--- config.mk ---
export PLATFORM = sky130hd
export DESIGN_NAME = peripheral_pin_select_mux
export DESIGN_NICKNAME = d
export VERILOG_FILES = /design/src/pin_select_pkg.sv /design/src/pin_select_if.sv /design/src/pin_route_mux.sv /design/src/peripheral_pin_select_mux.sv
export SDC_FILE = /design/constraint.sdc
export NUM_CORES = 1
export LEC_CHECK = 0
export BUFFER_PORTS_ARGS = -buffer_cell sky130_fd_sc_hd__buf_4
export CORE_ASPECT_RATIO = 1.5
export CORE_UTILIZATION = 55
export DETAILED_ROUTE_END_ITERATION = 10
export MAX_ROUTING_LAYER = met4
export PLACE_DENSITY = 0.77
export SYNTH_ARGS = -nofsm -noshare
export SYNTH_HDL_FRONTEND = slang
export SYNTH_SLANG_ARGS = --single-unit
--- constraint.sdc ---
create_clock -name pclk -period 2.3 [get_ports pclk]
set_clock_uncertainty 0.1 [all_clocks]
set_input_delay 0.115 -clock pclk [delete_from_list [all_inputs] [get_ports pclk]]
set_output_delay 0.115 -clock pclk [all_outputs]
set_load 0.05 [all_outputs]
--- src/pin_select_pkg.sv ---
/*
  Shared constants for the peripheral pin select unit: register map, field widths,
  reset values, selector codes and the lock sequence states.
  Assumes a 32-bit APB register bus with byte addresses, on a single clock.
*/
package pin_select_pkg;

  localparam int NUM_PINS = 16;           // Port A bits 0-7, then port B bits 0-7
  localparam int NUM_IN = 24;             // Remappable peripheral input functions
  localparam int NUM_SRC = 28;            // Code 0 plus peripheral sources 1..27
  localparam int OUT_W = 5;
  localparam int IN_W = 6;
  localparam int ADDR_W = 12;

  // Register byte addresses
  localparam logic [ADDR_W-1:0] LOCK_ADDR = 12'h000;
  localparam logic [ADDR_W-1:0] IN_BASE = 12'h100;
  localparam logic [ADDR_W-1:0] OUT_BASE = 12'h200;
  localparam logic [ADDR_W-1:0] BLOCK_MASK = 12'hF00;
  localparam int IDX_LSB = 2;
  localparam int IN_IDX_W = 6;
  localparam int OUT_IDX_W = 5;
  localparam logic [1:0] ALIGN_ZERO = 2'h0;

  // Lock register layout and unlock keys
  localparam int LOCK_BIT = 0;
  localparam logic [7:0] KEY_FIRST = 8'h55;
  localparam logic [7:0] KEY_SECOND = 8'hAA;

  // Reset values
  localparam logic [OUT_W-1:0] OUT_SEL_RESET = 5'h00;
  localparam logic [IN_W-1:0] IN_SEL_RESET = 6'h00;  // Plain default pin for every input

  // Output selector codes
  localparam logic [OUT_W-1:0] SRC_LATCH = 5'h00;
  localparam logic [OUT_W-1:0] SRC_LOGIC_CELL_ONE = 5'h01;
  localparam logic [OUT_W-1:0] SRC_TIMER_ZERO = 5'h19;
  localparam logic [OUT_W-1:0] SRC_LAST = 5'h1B;

  // Highest pin index that exists on this unit
  localparam logic [IN_W-1:0] PIN_LAST = 6'h0F;

  typedef enum logic [1:0] {
    SEQ_IDLE = 2'b00,
    SEQ_GOT_FIRST = 2'b01,
    SEQ_ARMED = 2'b10
  } unlock_seq_t;

endpackage

--- src/pin_select_if.sv ---
/*
  Carrier of the selection registers from the register block to the routing mux.
  Assumes both ends use pin_select_pkg.
*/
`timescale 1ns/1ps
interface pin_select_if;
  logic [pin_select_pkg::NUM_PINS-1:0][pin_select_pkg::OUT_W-1:0] out_sel;
  logic [pin_select_pkg::NUM_IN-1:0][pin_select_pkg::IN_W-1:0] in_sel;

  modport regs (output out_sel, output in_sel);
  modport mux (input out_sel, input in_sel);
endinterface

--- src/pin_route_mux.sv ---
/*
  Combinational routing: peripheral sources onto pins and pins onto peripheral inputs.
  Assumes stable selections from the register block through pin_select_if.
*/
`timescale 1ns/1ps
module pin_route_mux (
  pin_select_if.mux sel,
  input wire logic [pin_select_pkg::NUM_SRC-1:1] periph_out,
  input wire logic [pin_select_pkg::NUM_PINS-1:0] port_latch,
  input wire logic [pin_select_pkg::NUM_PINS-1:0] pin_in,
  output logic [pin_select_pkg::NUM_PINS-1:0] pin_out,
  output logic [pin_select_pkg::NUM_IN-1:0] periph_in
);

  // Source vector with the port latch in slot 0 is built per pin
  genvar g;
  generate
    for (g = 0; g < pin_select_pkg::NUM_PINS; g++) begin : g_pin
      logic [pin_select_pkg::NUM_SRC-1:0] src;
      assign src = {periph_out, port_latch[g]};
      // Code zero keeps the ordinary latch; codes above the last source drive low
      always_comb begin
        if (sel.out_sel[g] == pin_select_pkg::SRC_LATCH) begin
          pin_out[g] = port_latch[g];
        end else if (sel.out_sel[g] <= pin_select_pkg::SRC_LAST) begin
          pin_out[g] = src[sel.out_sel[g]];
        end else begin
          pin_out[g] = 1'b0;
        end
      end
    end
    // Each input function has its own selector; unsupported indices give low
    for (g = 0; g < pin_select_pkg::NUM_IN; g++) begin : g_in
      always_comb begin
        if (sel.in_sel[g] <= pin_select_pkg::PIN_LAST) begin
          periph_in[g] = pin_in[sel.in_sel[g][3:0]];
        end else begin
          periph_in[g] = 1'b0;
        end
      end
    end
  endgenerate

endmodule

--- src/peripheral_pin_select_mux.sv ---
/*
  Peripheral pin select unit: APB register file with lock, unlock sequence and
  one-way lock option, feeding the routing mux.
  Assumes presetn is the power-on/brown-out reset and other_reset is a synchronous
  pulse for every other device reset; pins and peripherals are on pclk.
  Limitation: every input defaults to pin index zero, and indices above the last
  pin route a low level rather than an undefined one.
*/
// Local design decisions: the address map and the APB interface to the registers.
`timescale 1ns/1ps
// Behaviour
// - Output source register: 5 writable bits, top three read zero
// - Output selectors clear on power-on reset, survive other resets
// - Codes 0x01-0x1B pick the 27 peripheral outputs in fixed order
// - Input select register: 6 writable bits, top two read zero
// - Input selects load their default on power-on, survive other resets
// - One dedicated input select register per remappable input function
// - Pin indices 0x00-0x0F are port A then port B bits
// - While locked, writes to all selection registers are ignored
// - With one-way option, lock once set stays set until reset
// - Power-on reset restores selections and removes permanent lock
module peripheral_pin_select_mux (
  input wire logic pclk,
  input wire logic presetn,
  input wire logic other_reset,
  input wire logic one_way_lock_option,
  input wire logic psel,
  input wire logic penable,
  input wire logic pwrite,
  input wire logic [pin_select_pkg::ADDR_W-1:0] paddr,
  input wire logic [31:0] pwdata,
  output logic [31:0] prdata,
  output logic pready,
  output logic pslverr,
  input wire logic [pin_select_pkg::NUM_SRC-1:1] periph_out,
  input wire logic [pin_select_pkg::NUM_PINS-1:0] port_latch,
  input wire logic [pin_select_pkg::NUM_PINS-1:0] pin_in,
  output logic [pin_select_pkg::NUM_PINS-1:0] pin_out,
  output logic [pin_select_pkg::NUM_IN-1:0] periph_in,
  output logic selection_lock_bit
);

  // All state in one record: key stage, lock, permanent lock, selections, bus reply
  typedef struct packed {
    pin_select_pkg::unlock_seq_t seq;
    logic lock;
    logic permanent;
    logic [pin_select_pkg::NUM_IN-1:0][pin_select_pkg::IN_W-1:0] in_sel;
    logic [pin_select_pkg::NUM_PINS-1:0][pin_select_pkg::OUT_W-1:0] out_sel;
    logic [31:0] rdata;
    logic err;
  } state_t;

  state_t state_q;
  state_t state_d;

  // Bus phase qualifiers
  logic setup;
  logic wr_access;
  logic lock_wr;
  logic sel_wr_open;

  // Address decode pieces
  logic word_aligned;
  logic in_block;
  logic out_block;
  logic hit_lock;
  logic hit_in;
  logic hit_out;
  logic [pin_select_pkg::IN_IDX_W-1:0] in_idx;
  logic [pin_select_pkg::OUT_IDX_W-1:0] out_idx;

  // Write data fields; only the low byte of a word is implemented anywhere
  logic [7:0] wbyte;
  logic [pin_select_pkg::IN_W-1:0] in_field;
  logic [pin_select_pkg::OUT_W-1:0] out_field;
  logic new_lock;
  logic key_first_hit;
  logic key_second_hit;

  pin_select_if sel_bus ();

  // Bus phases: setup captures read data, access commits writes
  assign setup = psel && !penable;
  assign wr_access = psel && penable && pwrite;
  assign lock_wr = wr_access && hit_lock;
  // Locked selection writes are dropped without an error, so drivers need no retry path
  assign sel_wr_open = wr_access && !state_q.lock;

  // Address decode; only aligned words inside an implemented range are mapped
  assign in_idx = paddr[pin_select_pkg::IDX_LSB +: pin_select_pkg::IN_IDX_W];
  assign out_idx = paddr[pin_select_pkg::IDX_LSB +: pin_select_pkg::OUT_IDX_W];
  assign word_aligned = paddr[pin_select_pkg::IDX_LSB-1:0] == pin_select_pkg::ALIGN_ZERO;
  assign in_block = (paddr & pin_select_pkg::BLOCK_MASK) == pin_select_pkg::IN_BASE;
  assign out_block = (paddr & pin_select_pkg::BLOCK_MASK) == pin_select_pkg::OUT_BASE;
  assign hit_lock = paddr == pin_select_pkg::LOCK_ADDR;
  // The input index spans bits 7:2, so its range check alone bounds the block
  assign hit_in = in_block && word_aligned && 32'(in_idx) < pin_select_pkg::NUM_IN;
  // The output index stops below bit 7, which must then be clear
  assign hit_out = out_block && word_aligned && 32'(out_idx) < pin_select_pkg::NUM_PINS
    && !paddr[pin_select_pkg::IDX_LSB + pin_select_pkg::OUT_IDX_W];

  // Write data fields
  assign wbyte = pwdata[7:0];
  assign in_field = wbyte[pin_select_pkg::IN_W-1:0];
  assign out_field = wbyte[pin_select_pkg::OUT_W-1:0];
  assign new_lock = wbyte[pin_select_pkg::LOCK_BIT];
  assign key_first_hit = wbyte == pin_select_pkg::KEY_FIRST;
  assign key_second_hit = wbyte == pin_select_pkg::KEY_SECOND;

  // Next-state logic for the whole unit
  always_comb begin
    state_d = state_q;

    // Read data and error are captured in the setup phase, so no wait states
    if (setup) begin
      state_d.rdata = '0;
      state_d.err = !(hit_lock || hit_in || hit_out);
      if (hit_lock) begin
        state_d.rdata[pin_select_pkg::LOCK_BIT] = state_q.lock;
      end else if (hit_in) begin
        state_d.rdata[pin_select_pkg::IN_W-1:0] = state_q.in_sel[in_idx];
      end else if (hit_out) begin
        state_d.rdata[pin_select_pkg::OUT_W-1:0] = state_q.out_sel[out_idx];
      end
    end

    // Any write breaks a key sequence in progress unless the lock register case below keeps it going
    if (wr_access) begin
      state_d.seq = pin_select_pkg::SEQ_IDLE;
    end

    // Key sequence on the lock register; the value write returns it to idle
    if (lock_wr) begin
      case (state_q.seq)
        pin_select_pkg::SEQ_IDLE: begin
          // Only the first key opens the sequence
          if (key_first_hit) begin
            state_d.seq = pin_select_pkg::SEQ_GOT_FIRST;
          end
        end
        pin_select_pkg::SEQ_GOT_FIRST: begin
          // A repeated first key holds the first stage instead of restarting
          if (key_second_hit) begin
            state_d.seq = pin_select_pkg::SEQ_ARMED;
          end else if (key_first_hit) begin
            state_d.seq = pin_select_pkg::SEQ_GOT_FIRST;
          end
        end
        pin_select_pkg::SEQ_ARMED: begin
          // A permanent lock refuses the clear
          if (!state_q.permanent) begin
            state_d.lock = new_lock;
          end
          // The option is looked at only when the lock is written to one
          if (one_way_lock_option && new_lock) begin
            state_d.permanent = 1'b1;
          end
        end
        default: begin
          state_d.seq = pin_select_pkg::SEQ_IDLE;
        end
      endcase
    end

    // Selection writes land only while unlocked; the access still completes
    if (sel_wr_open && hit_in) begin
      state_d.in_sel[in_idx] = in_field;
    end
    if (sel_wr_open && hit_out) begin
      state_d.out_sel[out_idx] = out_field;
    end

    // Other resets drop the lock state but keep every selection
    if (other_reset) begin
      state_d.seq = pin_select_pkg::SEQ_IDLE;
      state_d.lock = 1'b0;
      state_d.permanent = 1'b0;
    end
  end

  // Power-on reset restores selections and removes the permanent lock
  // The reset branch loads constants only, so nothing leaks across a reset
  always_ff @(posedge pclk or negedge presetn) begin
    if (!presetn) begin
      state_q.seq <= pin_select_pkg::SEQ_IDLE;
      state_q.lock <= 1'b0;
      state_q.permanent <= 1'b0;
      state_q.in_sel <= {pin_select_pkg::NUM_IN{pin_select_pkg::IN_SEL_RESET}};
      state_q.out_sel <= {pin_select_pkg::NUM_PINS{pin_select_pkg::OUT_SEL_RESET}};
      state_q.rdata <= '0;
      state_q.err <= 1'b0;
    end else begin
      state_q <= state_d;
    end
  end

  // Bus answers: always ready, error only on unmapped addresses
  assign pready = 1'b1;
  assign prdata = state_q.rdata;
  // The error is held back to the access phase so a setup cycle never shows it
  assign pslverr = state_q.err && psel && penable;

  // The lock bit is also a status for other logic of the device
  assign selection_lock_bit = state_q.lock;

  // Selections leave straight from the registers; routing adds no register stage
  assign sel_bus.out_sel = state_q.out_sel;
  assign sel_bus.in_sel = state_q.in_sel;

  // Routing stays combinational so a pin follows its selector in the same cycle
  pin_route_mux u_route (
    .sel(sel_bus.mux),
    .periph_out(periph_out),
    .port_latch(port_latch),
    .pin_in(pin_in),
    .pin_out(pin_out),
    .periph_in(periph_in)
  );

endmodule

---- Yosys cells after proc, flatten, opt, wreduce, memory -nomap -nowiden ----
Index checks and enable logic that the tools add are counted.
word-level totals
  bits in registers ....................... 235
  bits in latches ......................... 0
  RAM bits ................................ 0
  memory bits (read-only) ................. 0
  input bits .............................. 110
  output and inout port bits .............. 75
  logic and storage cells ................. 345
  memories kept ........................... 0
cells by class
  $add $sub $neg .......................... 0
  multipliers ............................. 0
  divide/modulo/power cells ............... 0
  $lt $le $gt $ge ......................... 86
  equality and inequality tests ........... 7
  shift-type cells ........................ 0
  muxes and demuxes ....................... 160
  bitwise logic cells ..................... 0
  reductions and logical operators ........ 47
operator list
  kind                count
  $bwmux 144          1
  $le 6x4->1 const B  24
  $lt 4x5->1 const B  24
  $mux 1              100
  $bmux 1 s4          24
  $lt 5x6->1 const B  16
  $bmux 1 s5          16
  $bwmux 80           1
  $le 5x5->1 const B  16
  $logic_not 5->1     16
  $bmux 6 s5          1
  $demux 6 s5         1
  $mux 5              5
  $bmux 5 s4          1
  $demux 5 s4         1
  $logic_and 1x1->1   17
  $logic_not 12->1    1
  $mux 6              2
  $lt 5x5->1 const B  2
  $eq 8x7->1 const B  1
  $eq 8x8->1 const B  1
  $mux 2              4
  $mux 4              2
  $ge 6x1->1 const B  1
  other kinds (14)    22

---- Logic depth before layout (Yosys ltp) ----
  word-level depth ........................ 8
  gate-level depth with buffers ........... 10
  gate-level depth less buffers ........... 6

---- Cells and area by module ----
From an unflattened synthesis, not the netlist that was laid out.
unflattened totals
  cells, all modules ...................... 1308
  area, all modules ....................... 18322.6 µm²
modules (own cells, without submodules)
  module                     times used  cells each  area an instance (µm²)  seq. area each (µm²)
  peripheral_pin_select_mux  1           804         11265.8                 5880.6
  pin_route_mux              1           504         7056.8                  0.0

---- Worst setup path after synthesis ----
Ideal clock, no wire load.
  path kind ............................... register -> output
  from .................................... reg sel_bus.in_sel[90] (netlist name)
  to ...................................... out periph_in[15] in the netlist's numbering
  arrival ................................. 2.237 ns
  setup slack ............................. -0.152 ns
  stages on the path, launching flop included .. 5
  buffers on the path ..................... 1
  path through ............................ dfrtp_1 -> clkbuf_1 -> mux4_2 -> mux4_2 -> nor3b_1
on the way
  cells in the longest elaborated chain, start to end .. 3
  elaborated cells between the ends (all ways) .. 4
RTL lines
  what                          RTL line                         text
  $bmux 1 s4                    pin_route_mux.sv:36              periph_in[g] = pin_in[sel.in_sel[g][3:0]];
  $mux 1 (not written as such)  pin_route_mux.sv:36
  $mux 1 (*)                    pin_route_mux.sv:35              if (sel.in_sel[g] <= pin_select_pkg::PIN_LAST) begin
  end: declaration              peripheral_pin_select_mux.sv:39  output logic [pin_select_pkg::NUM_IN-1:0] periph_in,
Every way passes the cells marked *; elsewhere a longest branch is shown, timed or not. The select of a mux whose other input is x is not followed.

---- Worst setup path in the final report ----
  from .................................... reg sel_bus.out_sel[50] (netlist name)
  to ...................................... out pin_out[10] in the netlist's numbering
on the way
  cells in the longest elaborated chain, start to end .. 4
  elaborated cells between the ends (all ways) .. 6
RTL lines
  what                          RTL line                         text
  $bmux 1 s5                    pin_route_mux.sv:26              pin_out[g] = src[sel.out_sel[g]];
  $mux 1 (not written as such)  pin_route_mux.sv:26
  $mux 1                        pin_route_mux.sv:25              end else if (sel.out_sel[g] <= pin_select_pkg::SRC_LAST) begin
  $mux 1 (*)                    pin_route_mux.sv:23              if (sel.out_sel[g] == pin_select_pkg::SRC_LATCH) begin
  end: declaration              peripheral_pin_select_mux.sv:38  output logic [pin_select_pkg::NUM_PINS-1:0] pin_out,
Marked as above.

==> impl_table.tex <==
\begin{tabular}{lr}
\hline
Metric & Value \\
\hline
\multicolumn{2}{l}{\textbf{Synthesis}} \\
\quad Yosys Warn Count & 0 \\
\quad Number of distinct library cell variants in the gate-level netlist after synthesis & 55 \\
\quad Count of flip-flops with a built-in enable after synthesis & 0 \\
\quad Synthesized area per cell & 14.47 µm² \\
\quad Cell area after technology mapping & 0.01840 mm² \\
\quad Register area share after synthesis & 0.3197 \\
\quad Leading area contributor after synthesis & sky130\_fd\_sc\_hd\_\_mux4\_2 \\
\quad Number of flip-flops and latches in the synthesized netlist & 235 \\
\quad Commonest register cell after synthesis & sky130\_fd\_sc\_hd\_\_dfrtp\_1 \\
\quad Proportion of synthesized flip-flops having asynchronous set or reset & 1.000 \\
\quad Area contributors post-synth & sky130\_fd\_sc\_hd\_\_mux4\_2, sky130\_fd\_sc\_hd\_\_dfrtp\_1, sky130\_fd\_sc\_hd\_\_mux2\_2, sky130\_fd\_sc\_hd\_\_clkbuf\_1, sky130\_fd\_sc\_hd\_\_mux2i\_1 \\
\quad Number of cells produced by synthesis & 1271 \\
\quad Area fraction of the dominant cell type after synthesis & 0.3563 \\
\multicolumn{2}{l}{\textbf{Timing}} \\
\quad Final-layout worst hold slack & 0.002921 ns \\
\quad Fraction of the cycle the final worst path needs & 1.165 \\
\quad Top achievable clock speed & 0.3731 GHz \\
\quad Time the worst path needs with I/O delays and setup & 2.680 ns \\
\quad Max-slew headroom at the worst pin & 0.5508 \\
\quad Slew at the pin with the worst max-slew slack & 0.6738 ns \\
\quad Unrepaired setup endpoints after global routing & yes \\
\quad Final-report hold violation count & 0 \\
\quad Post-layout worst setup margin & -0.3799 ns \\
\quad Final Max Slew Viols & 0 \\
\quad Number of setup violations in the final report & 40 \\
\multicolumn{2}{l}{\textbf{Setup path}} \\
\quad R2r setup slk & 0.10 ns \\
\quad R2r endpoint & prdata[4]\$\_DFFE\_PN0P\_ \\
\quad CP max FO & 5 \\
\quad R2R cell count & 6 \\
\quad Worst Setup End Kind & output pin \\
\quad Type of the worst setup path & reg2out \\
\quad Critical Path Source Type & flop \\
\quad Required @ worst endpoint & 2.09 ns \\
\quad RR Startpoint & sel\_bus.in\_sel[46]\$\_DFFE\_PN0P\_ \\
\quad Signal arrival time at the worst endpoint & 2.46 ns \\
\quad Beginning of the critical path & sel\_bus.out\_sel[50]\$\_DFFE\_PN0P\_ \\
\quad Crit path to & pin\_out[10] \\
\multicolumn{2}{l}{\textbf{Detailed routing}} \\
\quad DRC & 0 \\
\quad Total routed wirelength & 60240 µm \\
\quad Via-per-instance ratio & 7.776 \\
\quad Count of routing violations after the opening detailed-route iteration & 1605 \\
\quad Vias & 14074 \\
\quad First-pass DRT Iterations & 5 \\
\quad Post-route antenna net violation count & 0 \\
\quad Detail-routed net length per standard cell & 33.28 µm \\
\multicolumn{2}{l}{\textbf{GRT}} \\
\quad Initial antenna violation count & 0 \\
\quad Combined global-route utilization of all metal layers & 0.3783 \\
\quad Vias in the first global route & 14656 \\
\quad Gr ovfl total & 0 \\
\quad First-pass GRT wire length & 90580 µm \\
\quad Maximum number of pins on one net before global-route repair & 68 \\
\multicolumn{2}{l}{\textbf{CTS}} \\
\quad Library cell used as clock root buffer & sky130\_fd\_sc\_hd\_\_clkbuf\_16 \\
\quad Clock-pin slew reported for the worst setup and hold paths after clock tree synthesis & 0.07 ns \\
\quad Max clock buf depth & 3 \\
\quad Clock sinks & 235 \\
\quad CTS tree & built \\
\quad Insertion delay of the later-clocked pin in the worst-skew pair & 0.55 ns \\
\quad CTS Buf Count & 25 \\
\quad H-tree depth reported by CTS & 1 \\
\multicolumn{2}{l}{\textbf{Final layout}} \\
\quad Final non-filler cell area & 0.02149 mm² \\
\quad Area growth from synthesis to final layout & 16.85\% \\
\quad Fill cells & 2358 \\
\quad Ratio of cells with drive above 1 in the final layout & 0.6616 \\
\quad Number of nets in the final layout & 1487 \\
\quad Commonest non-fill, non-tap cell in the layout & sky130\_fd\_sc\_hd\_\_mux4\_2 \\
\quad Top library cells by usage in the layout, fill and taps aside & sky130\_fd\_sc\_hd\_\_mux4\_2, sky130\_fd\_sc\_hd\_\_mux2\_2, sky130\_fd\_sc\_hd\_\_buf\_4, sky130\_fd\_sc\_hd\_\_dfrtp\_1, sky130\_fd\_sc\_hd\_\_mux2i\_1 \\
\quad Ant diodes & 0 \\
\multicolumn{2}{l}{\textbf{Status}} \\
\quad Violated checks & negative setup slack \\
\quad Result of the run & finished, violations left \\
\multicolumn{2}{l}{\textbf{Power and ir drop}} \\
\quad Total leakage power & 8.744 nW \\
\quad Maximum VDD drop & 0.0004677 V \\
\quad Pwr Density & 486.3 mW/mm² \\
\multicolumn{2}{l}{\textbf{Run}} \\
\quad Reported max-cap violation count & 0 \\
\multicolumn{2}{l}{\textbf{Placed design}} \\
\quad Count of port buffers added during placement & 133 \\
\quad Placement Cell Area & 0.01991 mm² \\
\quad Post-DP HPWL & 38500 µm \\
\quad RePlAce Congestion & 0.9946 \\
\multicolumn{2}{l}{\textbf{Floorplan}} \\
\quad DIE HEIGHT & 226.0 µm \\
\quad DIE WIDTH & 151.3 µm \\
\quad Initial Utilization & 0.5619 \\
\quad Die footprint & 0.03420 mm² \\
\quad Number of placement rows & 81 \\
\quad Count of pins on the block boundary & 185 \\
\quad Area of the core & 0.03274 mm² \\
\multicolumn{2}{l}{\textbf{Worst hold path}} \\
\quad Worst Hold Class & in2async \\
\hline
\end{tabular}
==> worst min-delay path by stage <==
stage / end / slack, ns / depth (start not counted)
after floorplan: prdata[0]$_DFFE_PN0P_ / -0.28 / 0
after global placement: sel_bus.in_sel[112]$_DFFE_PN0P_ / -0.01 / 1
after detailed placement: sel_bus.in_sel[112]$_DFFE_PN0P_ / -0.01 / 1
after CTS: sel_bus.in_sel[91]$_DFFE_PN0P_ / 0.02 / 2
after global routing: sel_bus.in_sel[137]$_DFFE_PN0P_ / 0.04 / 2
final: sel_bus.in_sel[91]$_DFFE_PN0P_ / 0.003 / 2
==> through the flow <==
stage	worst slack (ns)	cells	total power [mW]	setup TNS, ns	util
after floorplan	0.0001248	1296	5.208	0	-
after global placement	-0.05558	1726	5.812	-2.296	0.6081
after detailed placement	-0.09588	1726	5.840	-4.991	0.6081
after CTS	-0.3909	1805	10.44	-11.45	0.6542
after global routing	-0.4386	1810	10.68	-13.24	0.6566
final	-0.3799	1810	10.45	-11.13	0.6566
==> flip-flops by register name, indices dropped and copies added (netlist names) <==
signal              count
prdata                  6
sel_bus.in_sel        144
sel_bus.out_sel        80
selection_lock_bit      1
state_q                 4
==> logic make-up (layout without fill, tap and decap cells) <==
group | Yosys count | count (layout) | share of synthesized area
DFF | 235 | 235 | 0.3197
and+or+nand+nor | 186 | 186 | 0.07598
AOI/OAI and AO/OA | 66 | 66 | 0.02238
muxes | 578 | 578 | 0.5291
other | 2 | 27 | 0.0004083
buffers and inverters | 204 | 303 | 0.05244
==> cell usage after synthesis (3+ instances only) <==
library cell,instances
sky130_fd_sc_hd__and3_1,3
sky130_fd_sc_hd__nand2b_1,7
sky130_fd_sc_hd__nor4bb_1,3
sky130_fd_sc_hd__or4_4,4
sky130_fd_sc_hd__o21ai_0,26
sky130_fd_sc_hd__nor3b_1,27
sky130_fd_sc_hd__buf_2,18
sky130_fd_sc_hd__a31oi_1,5
sky130_fd_sc_hd__nor2_2,4
sky130_fd_sc_hd__mux2_2,230
sky130_fd_sc_hd__a211oi_1,4
sky130_fd_sc_hd__or4_1,6
sky130_fd_sc_hd__nor2_4,29
sky130_fd_sc_hd__nor3_1,5
sky130_fd_sc_hd__clkbuf_1,137
sky130_fd_sc_hd__buf_1,5
sky130_fd_sc_hd__buf_4,37
sky130_fd_sc_hd__dfrtp_1,235
sky130_fd_sc_hd__nor2_1,11
sky130_fd_sc_hd__nor2b_1,4
sky130_fd_sc_hd__o22ai_1,4
sky130_fd_sc_hd__mux2i_1,42
sky130_fd_sc_hd__buf_6,5
sky130_fd_sc_hd__a21oi_1,10
sky130_fd_sc_hd__nand3b_1,18
sky130_fd_sc_hd__nand4b_1,3
sky130_fd_sc_hd__mux2_1,15
sky130_fd_sc_hd__nand3_1,13
sky130_fd_sc_hd__a22oi_1,3
sky130_fd_sc_hd__nand2_1,30
sky130_fd_sc_hd__mux4_2,291
sky130_fd_sc_hd__nor2_8,7
==> layout make-up <==
type,count,area [µm²],share of cell area
multi-input cells,857,11900,0.5537
flip-flops and latches,235,5932,0.2760
repair buffers,256,2216,0.1031
clock buffers,31,678.2,0.03155
well taps,415,519.2,0.02416
clock inverters,14,240.2,0.01118
inverters,2,7.507,0.0003493
==> report_power, final <==
part | leakage [nW] | total [mW] | internal [mW] | switching, mW
logic | 5.09 | 1.73 | 0.651 | 1.08
clock network | 0.445 | 4.57 | 2.78 | 1.79
registers | 3.21 | 4.15 | 4.14 | 0.00972
total | 8.74 | 10.5 | 7.57 | 2.89
==> per-layer routing <==
metal / track usage / wire length [µm] / vias to the layer above
li1: - / - / 5245
met1: 0.4345 / 18710 / 7130
met2: 0.5889 / 29160 / 1308
met3: 0.1018 / 7683 / 391
met4: 0.2297 / 4689 / 0
met5: - / 0 / -
==> worst max-delay path: stages, from the launching register on <==
cell and delay (ns):
sky130_fd_sc_hd__dfrtp_2 0.44, sky130_fd_sc_hd__mux4_2 0.53, sky130_fd_sc_hd__mux4_2 0.49, sky130_fd_sc_hd__mux2_4 0.30, sky130_fd_sc_hd__buf_8 0.15
==> timing repair <==
item                                    in CTS  in global routing
endpoints found under the setup margin      40                 41
hold endpoints to repair                   255                  0
hold buffers                                10                  0
buffers inserted                            24                  5
gates resized for setup                    103                  9
Power figures use the tool's default switching activity.
